===== config.mk =====
export PLATFORM = sky130hd
export DESIGN_NAME = dlic_top
export DESIGN_NICKNAME = d
export VERILOG_FILES = /design/src/common/dlic_pkg.sv /design/src/dlic_top.sv
export VERILOG_INCLUDE_DIRS = /design/src /design/src/common
export SDC_FILE = /design/constraint.sdc
export NUM_CORES = 1
export LEC_CHECK = 0
export BUFFER_PORTS_ARGS = -buffer_cell sky130_fd_sc_hd__buf_2
export CAP_MARGIN = 10
export CORE_MARGIN = 2
export CORE_UTILIZATION = 51
export DETAILED_ROUTE_END_ITERATION = 12
export HOLD_SLACK_MARGIN = 0.03
export PLACE_DENSITY_LB_ADDON = 0.3
export SYNTH_ARGS = -nofsm -noshare
export SYNTH_HDL_FRONTEND = slang
export SYNTH_SLANG_ARGS = --single-unit

===== constraint.sdc =====
create_clock -name i_mclk -period 3.9 [get_ports i_mclk]
set_input_delay 0.78 -clock i_mclk [delete_from_list [all_inputs] [get_ports i_mclk]]
set_output_delay 0.78 -clock i_mclk [all_outputs]
set_load 0.01 [all_outputs]

===== src/common/dlic_params.svh =====
// Register map, bit positions and reset values of the interrupt controller
`ifndef DLIC_PARAMS_SVH
`define DLIC_PARAMS_SVH

// Register byte offsets
`define DLIC_OFF_NRM_RAW   8'h00
`define DLIC_OFF_NRM_EN    8'h04
`define DLIC_OFF_NRM_CLR   8'h08
`define DLIC_OFF_NRM_STA   8'h0c
`define DLIC_OFF_FST_RAW   8'h10
`define DLIC_OFF_FST_EN    8'h14
`define DLIC_OFF_FST_CLR   8'h18
`define DLIC_OFF_FST_STA   8'h1c
`define DLIC_OFF_SWI_CFG   8'h20
`define DLIC_OFF_EVT_STAT  8'h24
`define DLIC_OFF_EVT_MASK  8'h28

// Source bit positions
`define DLIC_BIT_OR        0
`define DLIC_BIT_SWI       1
`define DLIC_BIT_SRC_LO    2
`define DLIC_BIT_SRC_HI    24
`define DLIC_BIT_EXT0      15
`define DLIC_BIT_EXT1      18
`define DLIC_BIT_EXT2      21
`define DLIC_BIT_EXT3      22

// Programmed interrupt config bits
`define DLIC_SWI_NRM       1
`define DLIC_SWI_FST       2
`define DLIC_SWI_WMASK     32'h0000_0006

// Writable enable bits: maskable sources only
`define DLIC_EN_WMASK      32'h01ff_fffc
// Bits 1 and 0 pass the mask unconditionally
`define DLIC_EN_FORCED     32'h0000_0003

// Event status bits
`define DLIC_EVT_NRM       0
`define DLIC_EVT_FST       1

// Reset values
`define DLIC_RST_WORD      32'h0000_0000
`define DLIC_RST_EVT       2'h0

// AXI responses
`define DLIC_RESP_OKAY     2'h0
`define DLIC_RESP_SLVERR   2'h2

`endif


===== src/common/dlic_pkg.sv =====
// Types shared by the interrupt controller and its bench
package dlic_pkg;

   typedef logic [31:0] dlic_word_t;
   typedef logic [7:0]  dlic_addr_t;
   typedef logic [3:0]  dlic_strb_t;
   typedef logic [3:0]  dlic_ext_t;
   typedef logic [22:0] dlic_src_t;
   typedef logic [1:0]  dlic_resp_t;

   // Captured write request
   typedef struct packed {
      dlic_addr_t addr;
      dlic_word_t data;
      dlic_strb_t strb;
   } dlic_wr_t;

endpackage


===== src/dlic_top.sv =====
// Dual-level interrupt controller with AXI4-Lite register slave
`timescale 1ns/1ps
`include "dlic_params.svh"

module dlic_top
(
   // Clock and reset
   input  wire logic               i_mclk,
   input  wire logic               i_rst,
   // Interrupt sources
   input  wire dlic_pkg::dlic_src_t i_periph_req,
   input  wire dlic_pkg::dlic_ext_t i_ext_req,
   // Requests to the core
   output logic                    o_irq,
   output logic                    o_fiq,
   output logic                    o_evt_int,
   // AXI4-Lite write address
   input  wire logic               i_s_axi_awvalid,
   output logic                    o_s_axi_awready,
   input  wire dlic_pkg::dlic_addr_t i_s_axi_awaddr,
   // AXI4-Lite write data
   input  wire logic               i_s_axi_wvalid,
   output logic                    o_s_axi_wready,
   input  wire dlic_pkg::dlic_word_t i_s_axi_wdata,
   input  wire dlic_pkg::dlic_strb_t i_s_axi_wstrb,
   // AXI4-Lite write response
   output logic                    o_s_axi_bvalid,
   input  wire logic               i_s_axi_bready,
   output dlic_pkg::dlic_resp_t    o_s_axi_bresp,
   // AXI4-Lite read address
   input  wire logic               i_s_axi_arvalid,
   output logic                    o_s_axi_arready,
   input  wire dlic_pkg::dlic_addr_t i_s_axi_araddr,
   // AXI4-Lite read data
   output logic                    o_s_axi_rvalid,
   input  wire logic               i_s_axi_rready,
   output dlic_pkg::dlic_word_t    o_s_axi_rdata,
   output dlic_pkg::dlic_resp_t    o_s_axi_rresp
);
   import dlic_pkg::*;

   // Address is one of the mapped registers
   function automatic logic addr_mapped(input dlic_addr_t a);
      logic hit;
      hit = 1'b0;
      if (a == `DLIC_OFF_NRM_RAW || a == `DLIC_OFF_NRM_EN ||
          a == `DLIC_OFF_NRM_CLR || a == `DLIC_OFF_NRM_STA)
         hit = 1'b1;
      else if (a == `DLIC_OFF_FST_RAW || a == `DLIC_OFF_FST_EN ||
               a == `DLIC_OFF_FST_CLR || a == `DLIC_OFF_FST_STA)
         hit = 1'b1;
      else if (a == `DLIC_OFF_SWI_CFG || a == `DLIC_OFF_EVT_STAT ||
               a == `DLIC_OFF_EVT_MASK)
         hit = 1'b1;
      return hit;
   endfunction

   // Byte strobes to a bit mask
   function automatic dlic_word_t strb_mask(input dlic_strb_t s);
      dlic_word_t m;
      m = `DLIC_RST_WORD;
      for (int i = 0; i < 4; i++)
         m[i*8 +: 8] = {8{s[i]}};
      return m;
   endfunction

   // External pins are asynchronous: two flops before use
   dlic_ext_t   ext_meta_reg;
   dlic_ext_t   ext_sync_reg;
   dlic_word_t  src_reg;
   dlic_word_t  src_next;
   dlic_word_t  nrm_en_reg;
   dlic_word_t  fst_en_reg;
   dlic_word_t  swi_reg;
   logic [1:0]  evt_stat_reg;
   logic [1:0]  evt_mask_reg;
   logic        o_irq_reg;
   logic        o_fiq_reg;
   logic        o_evt_int_reg;

   dlic_word_t  nrm_raw;
   dlic_word_t  fst_raw;
   dlic_word_t  nrm_sta;
   dlic_word_t  fst_sta;
   logic        fiq_or;
   logic        irq_or;

   always_ff @(posedge i_mclk)
   begin
      if (i_rst)
      begin
         ext_meta_reg <= 4'h0;
         ext_sync_reg <= 4'h0;
      end
      else
      begin
         ext_meta_reg <= i_ext_req;
         ext_sync_reg <= ext_meta_reg;
      end
   end

   // Place peripheral lines and pins at their fixed bit positions
   always_comb
   begin
      src_next = `DLIC_RST_WORD;
      src_next[`DLIC_BIT_SRC_HI:`DLIC_BIT_SRC_LO] = i_periph_req;
      src_next[`DLIC_BIT_EXT0] = ext_sync_reg[0];
      src_next[`DLIC_BIT_EXT1] = ext_sync_reg[1];
      src_next[`DLIC_BIT_EXT2] = ext_sync_reg[2];
      src_next[`DLIC_BIT_EXT3] = ext_sync_reg[3];
   end

   // Level sampling, no latching: a dropped request vanishes
   always_ff @(posedge i_mclk)
   begin
      if (i_rst)
         src_reg <= `DLIC_RST_WORD;
      else
         src_reg <= src_next;
   end

   // Status vectors; no encoder, software scans them
   always_comb
   begin
      fst_raw = src_reg;
      fst_raw[`DLIC_BIT_SWI] = swi_reg[`DLIC_SWI_FST];
      fst_sta = fst_raw & (fst_en_reg | `DLIC_EN_FORCED);
      fiq_or  = |fst_sta[31:1];
      fst_raw[`DLIC_BIT_OR] = fiq_or;
      fst_sta[`DLIC_BIT_OR] = fiq_or;
      nrm_raw = src_reg;
      nrm_raw[`DLIC_BIT_SWI] = swi_reg[`DLIC_SWI_NRM];
      nrm_raw[`DLIC_BIT_OR]  = fiq_or;
      nrm_sta = nrm_raw & (nrm_en_reg | `DLIC_EN_FORCED);
      irq_or  = |nrm_sta;
   end

   // ---------------- AXI4-Lite slave ----------------
   logic        aw_full_reg;
   logic        w_full_reg;
   dlic_wr_t    wr_reg;
   logic        bvalid_reg;
   dlic_resp_t  bresp_reg;
   logic        rvalid_reg;
   dlic_word_t  rdata_reg;
   dlic_resp_t  rresp_reg;
   logic        wr_go;
   dlic_word_t  wmask;
   dlic_word_t  wbits;
   dlic_word_t  rd_next;

   assign o_s_axi_awready = !aw_full_reg;
   assign o_s_axi_wready  = !w_full_reg;
   assign o_s_axi_arready = !rvalid_reg;
   assign wr_go = aw_full_reg && w_full_reg && !bvalid_reg;
   assign wmask = strb_mask(wr_reg.strb);
   assign wbits = wr_reg.data & wmask;

   // Address and data may arrive in either order
   always_ff @(posedge i_mclk)
   begin
      if (i_rst)
      begin
         aw_full_reg <= 1'b0;
         w_full_reg  <= 1'b0;
         wr_reg      <= '0;
      end
      else
      begin
         if (i_s_axi_awvalid && !aw_full_reg)
         begin
            aw_full_reg <= 1'b1;
            wr_reg.addr <= i_s_axi_awaddr;
         end
         else if (wr_go)
            aw_full_reg <= 1'b0;
         if (i_s_axi_wvalid && !w_full_reg)
         begin
            w_full_reg  <= 1'b1;
            wr_reg.data <= i_s_axi_wdata;
            wr_reg.strb <= i_s_axi_wstrb;
         end
         else if (wr_go)
            w_full_reg <= 1'b0;
      end
   end

   always_ff @(posedge i_mclk)
   begin
      if (i_rst)
      begin
         bvalid_reg <= 1'b0;
         bresp_reg  <= `DLIC_RESP_OKAY;
      end
      else if (wr_go)
      begin
         bvalid_reg <= 1'b1;
         bresp_reg  <= addr_mapped(wr_reg.addr) ? `DLIC_RESP_OKAY
                                                : `DLIC_RESP_SLVERR;
      end
      else if (i_s_axi_bready)
         bvalid_reg <= 1'b0;
   end

   // Enable masks: set-only writes avoid read-modify-write races
   always_ff @(posedge i_mclk)
   begin
      if (i_rst)
      begin
         nrm_en_reg <= `DLIC_RST_WORD;
         fst_en_reg <= `DLIC_RST_WORD;
      end
      else if (wr_go)
      begin
         if (wr_reg.addr == `DLIC_OFF_NRM_EN)
         begin
            nrm_en_reg <= nrm_en_reg | (wbits & `DLIC_EN_WMASK);
            fst_en_reg <= fst_en_reg & ~(wbits & `DLIC_EN_WMASK);
         end
         else if (wr_reg.addr == `DLIC_OFF_FST_EN)
         begin
            fst_en_reg <= fst_en_reg | (wbits & `DLIC_EN_WMASK);
            nrm_en_reg <= nrm_en_reg & ~(wbits & `DLIC_EN_WMASK);
         end
         else if (wr_reg.addr == `DLIC_OFF_NRM_CLR)
            nrm_en_reg <= nrm_en_reg & ~(wbits & `DLIC_EN_WMASK);
         else if (wr_reg.addr == `DLIC_OFF_FST_CLR)
            fst_en_reg <= fst_en_reg & ~(wbits & `DLIC_EN_WMASK);
      end
   end

   // Programmed interrupt config; reserved bits stay zero
   always_ff @(posedge i_mclk)
   begin
      if (i_rst)
         swi_reg <= `DLIC_RST_WORD;
      else if (wr_go && wr_reg.addr == `DLIC_OFF_SWI_CFG)
         swi_reg <= ((swi_reg & ~wmask) | wbits) & `DLIC_SWI_WMASK;
   end

   // Event flags: rising edge of each request, write one to clear
   logic [1:0] evt_set;
   logic [1:0] evt_clr;
   assign evt_set = {fiq_or & !o_fiq_reg, irq_or & !o_irq_reg};
   assign evt_clr = (wr_go && wr_reg.addr == `DLIC_OFF_EVT_STAT)
                    ? wbits[1:0] : `DLIC_RST_EVT;

   always_ff @(posedge i_mclk)
   begin
      if (i_rst)
      begin
         evt_stat_reg <= `DLIC_RST_EVT;
         evt_mask_reg <= `DLIC_RST_EVT;
      end
      else
      begin
         // Set wins over a same-cycle clear
         evt_stat_reg <= (evt_stat_reg & ~evt_clr) | evt_set;
         if (wr_go && wr_reg.addr == `DLIC_OFF_EVT_MASK)
            evt_mask_reg <= (evt_mask_reg & ~wmask[1:0]) | wbits[1:0];
      end
   end

   always_ff @(posedge i_mclk)
   begin
      if (i_rst)
      begin
         o_irq_reg     <= 1'b0;
         o_fiq_reg     <= 1'b0;
         o_evt_int_reg <= 1'b0;
      end
      else
      begin
         o_irq_reg     <= irq_or;
         o_fiq_reg     <= fiq_or;
         o_evt_int_reg <= |(evt_stat_reg & evt_mask_reg);
      end
   end

   // Read mux; clear registers are write-only and read zero
   always_comb
   begin
      rd_next = `DLIC_RST_WORD;
      if (i_s_axi_araddr == `DLIC_OFF_NRM_RAW)
         rd_next = nrm_raw;
      else if (i_s_axi_araddr == `DLIC_OFF_NRM_EN)
         rd_next = nrm_en_reg;
      else if (i_s_axi_araddr == `DLIC_OFF_NRM_STA)
         rd_next = nrm_sta;
      else if (i_s_axi_araddr == `DLIC_OFF_FST_RAW)
         rd_next = fst_raw;
      else if (i_s_axi_araddr == `DLIC_OFF_FST_EN)
         rd_next = fst_en_reg;
      else if (i_s_axi_araddr == `DLIC_OFF_FST_STA)
         rd_next = fst_sta;
      else if (i_s_axi_araddr == `DLIC_OFF_SWI_CFG)
         rd_next = swi_reg;
      else if (i_s_axi_araddr == `DLIC_OFF_EVT_STAT)
         rd_next[1:0] = evt_stat_reg;
      else if (i_s_axi_araddr == `DLIC_OFF_EVT_MASK)
         rd_next[1:0] = evt_mask_reg;
   end

   always_ff @(posedge i_mclk)
   begin
      if (i_rst)
      begin
         rvalid_reg <= 1'b0;
         rdata_reg  <= `DLIC_RST_WORD;
         rresp_reg  <= `DLIC_RESP_OKAY;
      end
      else if (i_s_axi_arvalid && !rvalid_reg)
      begin
         rvalid_reg <= 1'b1;
         rdata_reg  <= rd_next;
         rresp_reg  <= addr_mapped(i_s_axi_araddr) ? `DLIC_RESP_OKAY
                                                   : `DLIC_RESP_SLVERR;
      end
      else if (i_s_axi_rready)
         rvalid_reg <= 1'b0;
   end

   assign o_s_axi_bvalid = bvalid_reg;
   assign o_s_axi_bresp  = bresp_reg;
   assign o_s_axi_rvalid = rvalid_reg;
   assign o_s_axi_rdata  = rdata_reg;
   assign o_s_axi_rresp  = rresp_reg;
   assign o_irq          = o_irq_reg;
   assign o_fiq          = o_fiq_reg;
   assign o_evt_int      = o_evt_int_reg;
endmodule


==> results of run 1 <==
## layer usage
layer | vias to the layer above | wire, um
met5 | - | 0
met1 | 2703 | 8190
met3 | 16 | 1200
li1 | 2824 | -
met2 | 230 | 7700
met4 | 0 | 231
## synthesized netlist by cell type, types with 3 or more instances
cell type / number
clkbuf_1: 36
a311oi_1: 24
a22o_1: 22
buf_4: 9
mux2i_1: 13
nand3b_1: 3
inv_1: 10
nand2_1: 98
dfxtp_1: 154
buf_6: 5
a22oi_1: 22
nand3_1: 27
nand4_1: 4
o21a_1: 3
nor2b_1: 36
o221ai_2: 19
o21ai_0: 28
a21oi_1: 86
nor3_1: 7
buf_2: 15
a31oi_1: 27
nor2_1: 53
## through the flow
| step | utilization (%) | total power, uW | hold slack, ns | instances | setup slack [ns] |
|---|---|---|---|---|---|
| 4_1_cts | 60.6 | 3570 | 0.439 | 1001 | 1.75 |
| 6_report | 60.6 | 3550 | 0.437 | 1001 | 1.75 |
| 3_5_place_dp | 55.9 | 1930 | 0.425 | 969 | 1.51 |
| 2_1_floorplan | - | 1860 | 0.414 | 750 | 1.81 |
| 5_1_grt | 60.6 | 3670 | 0.462 | 1001 | 1.53 |
| 3_3_place_gp | 55.9 | 1920 | 0.420 | 969 | 1.52 |
## layout by cell type (no fill, tap or decap), drive strengths merged, types with 14 or more instances in the layout
master,count
nand3,27
buf,117
a22oi,22
o221ai,21
a311oi,24
o21ai,29
a22o,22
inv,14
nand2,98
clkbuf,20
nor2,53
nor2b,36
a21oi,87
dfxtp,154
a31oi,27
## power by group through the flow
| stage | clock [uW] | combinational, uW | sequential [uW] |
|---|---|---|---|
| after floorplan | 0 | 171 | 1680 |
| after global placement | 0 | 211 | 1710 |
| after detailed placement | 0 | 218 | 1710 |
| after CTS | 1670 | 219 | 1680 |
| after global routing | 1740 | 245 | 1690 |
| final | 1650 | 219 | 1680 |
## kinds of logic (layout without fill, tap and decap cells)
logic type	after synthesis	count (layout)
flops	154	154
simple gates	247	247
other cells	1	9
buf+inv	80	159
mux	13	13
compound gates	247	247
## worst paths after layout
check                                             endpoint
worst min register to register  ext_sync_reg[2]$_SDFF_PP0_
worst max-delay path                                  flop
worst max register to register                        flop
worst min-delay path            ext_sync_reg[2]$_SDFF_PP0_
## worst register-to-register path: stages, from the launching register on
cell,delay (ns)
dfxtp_1,0.38
and3b_1,0.31
nand3b_2,0.18
nor2_2,0.82
nand3_1,0.16
a21oi_1,0.21
## layout make-up
type	count	area, sq um
clock buffers	20	457
fillers	1141	4970
clock inverters	12	138
well taps	172	215
multi-input cells	516	3110
flip-flops and latches	154	3080
repair buffers	117	608
inverters	10	37.5
==> flow_metrics.tcl, run 1 <==
set metrics [dict create \
    drive_gt1_share_pct 22.0 \
    finalClockSkew_ns 0.0110 \
    post_cts_buffers 0 \
    r2r-start "w_full_reg$_SDFFE_PP0P_" \
    path_clk_slew_ns 0.06 \
    gr-usage-met3_pct 5.47 \
    final_nets 902 \
    hold_depth 1 \
    critPathLaunchType "flop" \
    synth_area_leaders "dfxtp_1 47%, a21oi_1 6.5%, nand2_1 5.6%" \
    cts-htree-levels 4 \
    cts_root_buf "clkbuf_16" \
    postCtsHoldBufs 0 \
    crit_cells 5 \
    synth_xor_area_share_pct 0 \
    grt.met1_usage_pct 36.5 \
    internal_power_uw 2690 \
    stdcell_area_sq_um 7650 \
    syn_avg_cell_area_sq_um 8.87 \
    ir_drop_mv 0.297 \
    synthSimpleGateAreaFrac_pct 17.9 \
    dpl_cell_area_sq_um 7050 \
    slowest_stage "nor2_2" \
    die_y_um 118 \
    cp_max_fo 23 \
    synth.largest_area_cell "dfxtp_1" \
    syn_inst 742 \
    post_drt_via_cell_ratio 5.77 \
    wl_per_cell_um 17.3 \
    synth_ff_type "dfxtp_1" \
    core-area_sq_um 12600 \
    antenna_found_initial 0 \
    critical_path.top_delay_family "simple AND/OR/NAND/NOR gates" \
    hold_path_class "reg -> reg" \
    insertion_delay_ns 0.43 \
    tightest_slew_ns 1.09 \
    synthArstFlopShare_pct 0 \
    startpoint "w_full_reg$_SDFFE_PP0P_" \
    worstHoldStart "ext_meta_reg[2]$_SDFF_PP0_" \
    cts_buffers 17 \
    overflow 0 \
    cap_violations 0 \
    syn2layout_area_growth_pct 16.2 \
    crit_chain "and3b_1, nand3b_2, nor2_2, nand3_1, a21oi_1" \
    synth_top_family_by_area "compound AO/OA/AOI/OAI gates" \
    ys_ff_latch 154 \
    reg2reg_slack_ns 1.75 \
    cts_num_sinks 154 \
    gp_congestion 0.895 \
    vias 5773 \
    clkPwrFrac_pct 46.5 \
    drc 0 \
    synth_edf_count 0 \
    clockBufferDepth 2 \
    relSlewSlack_pct 27.1 \
    syn_area_sq_um 6580 \
    worst-setup-path-type "reg -> reg" \
    synth-adder-area-share_pct 0 \
    slew_viol_final 0 \
    num_rows 41 \
    first_pass_iters 6 \
    grt_util_met2_pct 37.3 \
    tns_ns 0 \
    portBuffers 109 \
    fin_crit_sh_pct 55.1 \
    power.density_nw_per_um2 464 \
    p_leak_uw 0.00280 \
    min_period_ns 2.15 \
    swShare_pct 24.2 \
    busiest_layer "met2" \
    netlist.area_leader.share_pct 46.9 \
    yosysWarnings 0 \
    die_area_sq_um 13800 \
    initial_core_util_pct 52.1 \
    required_ns 4.24 \
    p_comb_share_pct 6.2 \
    critPathArrivalTime_ns 2.49 \
    hold_viol 0 \
    rsz0062_at_grt "no" \
    track_usage_pct 25.2 \
    cp-end-kind "flop" \
    ctsResizeCount 0 \
    critPathBufInv 0 \
    io_pins 130 \
    grt_max_degree 76 \
    antenna_cells 0 \
    synth_compound_area_share_pct 26.6 \
    cts_tree "yes" \
    setup_viol 0 \
    ant_nets 0 \
    worst-r2r-cell-count 5 \
    dp_hpwl_um 12100 \
    drtIter0Drc 564 \
    synthMuxAreaShare_pct 1.98 \
    status "complete, no violations" \
    synth_cell_types 53 \
    switchingPower_uw 859 \
    ys_seq_area_share_pct 46.9 \
    slowest_delay_ns 0.82 \
    pwr-share-seq_pct 47.4 \
    fp.dieW_um 118 \
    grt_pass1_wl_um 27900 \
    grt_pass1_vias 5310 \
    max_clock_freq_ghz 0.465 \
    totalWireLength_um 17300 \
]
No activity file was read; power rests on OpenSTA's default activity.
==> run 2: changes to the inputs <==
- ABC_AREA: default -> 1
- clock period: 3.9 -> 1.7 ns (I/O delays scaled with it)
==> run 2 against run 1 <==
Effect of this change:
- utilization rose by 2.1 points
- maximum frequency rose by 42%
- total power rose by 140%
- sequential cell count did not move
- die area rose by 11%
- synthesized cell count rose by 53%
==> flow_metrics.tcl, run 2 <==
set metrics [dict create \
    fp.dieW_um 124 \
    tightest_slew_ns 0.608 \
    fin_crit_sh_pct 89.3 \
    cts_root_buf "clkbuf_16" \
    synth.largest_area_cell "dfxtp_1" \
    syn_inst 1136 \
    fillers 1329 \
    slowest_delay_ns 0.36 \
    critical_path.top_delay_family "simple AND/OR/NAND/NOR gates" \
    synth.most_common_cell "nand2_1" \
    cts_num_sinks 154 \
    synth_cell_types 27 \
    overflow 0 \
    hold_slack_ns 0.111 \
    slew_viol_final 0 \
    antenna_cells 0 \
    syn2layout_area_growth_pct 19.1 \
    ys_ff_latch 154 \
    hold_viol 0 \
    critPathArrivalTime_ns 1.83 \
    required_ns 2.02 \
    drive_gt1_share_pct 17.3 \
    power.density_nw_per_um2 957 \
    totalWireLength_um 19400 \
    grt_pass1_wl_um 31100 \
    max_clock_freq_ghz 0.659 \
    dp.cells 1404 \
    cp_max_fo 3 \
    io_pins 130 \
    cpMostUsedCell "nand2_1" \
    yosysWarnings 0 \
    insertion_delay_ns 0.43 \
    final_nets 1329 \
    stdcell_area_sq_um 8770 \
    crit_chain "nand2_1, nand2_1, nor2_1, nand2_1, nor2_1, nand2_1, nand2_1, nand2_1, nor2_1, nor2_1" \
    track_usage_pct 26.3 \
    cp-end-kind "flop" \
    slowest_stage "dfxtp_1" \
    rsz0062_at_grt "no" \
    post_drt_via_cell_ratio 5.03 \
    dpl_cell_area_sq_um 8180 \
    path_clk_slew_ns 0.06 \
    antenna_found_initial 0 \
    setup_slack_ns 0.183 \
    die_area_sq_um 15400 \
    synth_area_leaders "dfxtp_1 42%, nand2_1 18%, inv_1 7.0%" \
    synth_edf_count 0 \
    vias 7211 \
    cts_buffers 17 \
    core-area_sq_um 14000 \
    hold_depth 3 \
    relSlewSlack_pct 59.4 \
    p_total_uw 8390 \
    wl_per_cell_um 13.5 \
    grt_util_met2_pct 42.3 \
    portBuffers 109 \
    status "complete, no violations" \
    ys_seq_area_share_pct 41.9 \
    hold_path_class "in -> reg" \
    worst-r2r-cell-count 10 \
    post_cts_buffers 0 \
    crit_cells 10 \
    critPathLaunchType "flop" \
    first_pass_iters 5 \
    final_cell_mix "357 x nand2_1, 154 x dfxtp_1, 138 x nor2_1" \
    grt_pass1_vias 6508 \
    critPathBufInv 0 \
    gp_congestion 0.931 \
    dp_slack_ns -0.289 \
    busiest_layer "met2" \
    setup_viol 0 \
    synthArstFlopShare_pct 0 \
    ant_nets 0 \
    syn_area_sq_um 7360 \
    num_rows 43 \
    min_period_ns 1.52 \
    ir_drop_mv 0.718 \
    syn_avg_cell_area_sq_um 6.48 \
    cts-htree-levels 4 \
    drtIter0Drc 668 \
    cts_tree "yes" \
    synthTopCellsByCount "357 x nand2_1, 154 x dfxtp_1, 138 x inv_1, 138 x nor2_1, 89 x o21ai_0" \
    die_y_um 124 \
    drc 0 \
    p_leak_uw 0.00431 \
    initial_core_util_pct 52.6 \
    grt_max_degree 61 \
    clockBufferDepth 2 \
    gr-usage-met3_pct 5.54 \
    fin_cells 1435 \
    grt.met1_usage_pct 33.8 \
    dp_hpwl_um 13500 \
    finalClockSkew_ns 0.00723 \
    cap_violations 0 \
    worst-setup-path-type "reg -> reg" \
    synth_ff_type "dfxtp_1" \
    netlist.area_leader.share_pct 41.9 \
    final_common_cell "nand2_1" \
]
[run 2: layout make-up]
class	instances	area, sq um	area share [%]
Sequential cell	154	3080	35.2
Tap cell	180	225	2.57
Multi-Input combinational cell	781	3410	38.9
Clock inverter	13	145	1.66
Inverter	145	548	6.25
Timing Repair Buffer	144	921	10.5
Clock buffer	18	439	5.01
[run 2: worst paths after layout]
path                                    from                            end  slack, ns
hold reg to reg   ext_meta_reg[1]$_SDFF_PP0_     ext_sync_reg[1]$_SDFF_PP0_       0.40
setup / recovery       src_reg[5]$_SDFF_PP0_  o_s_axi_rdata[0]$_SDFFE_PP0P_       0.18
setup reg to reg       src_reg[5]$_SDFF_PP0_  o_s_axi_rdata[0]$_SDFFE_PP0P_       0.18
hold / removal                  i_ext_req[2]     ext_meta_reg[2]$_SDFF_PP0_       0.11
[run 2: power breakdown]
group	internal (uW)	leakage, uW	switching (uW)
clock network	2200	0.000279	1530
registers	3770	0.00126	120
logic	288	0.00277	483
total	6260	0.00431	2130
[run 2: through the flow]
step,TNS [ns],util [%]
after global routing,0,62.7
after CTS,0,62.6
after global placement,-4.72,58.5
after detailed placement,-5.54,58.5
after floorplan,0,-
final,0,62.7
[run 2: worst register-to-register path, stage by stage (launching register included)]
cell and delay [ns]:
dfxtp_1 0.36, nand2_1 0.08, nand2_1 0.05, nor2_1 0.20, nand2_1 0.08, nor2_1 0.14, nand2_1 0.14, nand2_1 0.09
nand2_1 0.05, nor2_1 0.16, nor2_1 0.06
[run 2: routing by layer]
layer	vias up	wire length (um)
met2	236	8620
li1	3712	-
met1	3221	9000
met3	42	1130
met4	0	668
met5	-	0
[run 2: kinds of logic after synthesis]
| family | Yosys count | synth area share (%) |
|---|---|---|
| AO/OA/AOI/OAI | 181 | 13.5 |
| buffers and inverters | 209 | 12.3 |
| AND/OR/NAND/NOR | 591 | 32.3 |
| flip-flops | 154 | 41.9 |
| other | 1 | 0.0509 |
[run 2: timing repair]
action                                  in CTS  in global routing
endpoints found under the setup margin       0                 18
resized for setup                            0                  2
hold buffers                                 0                  0
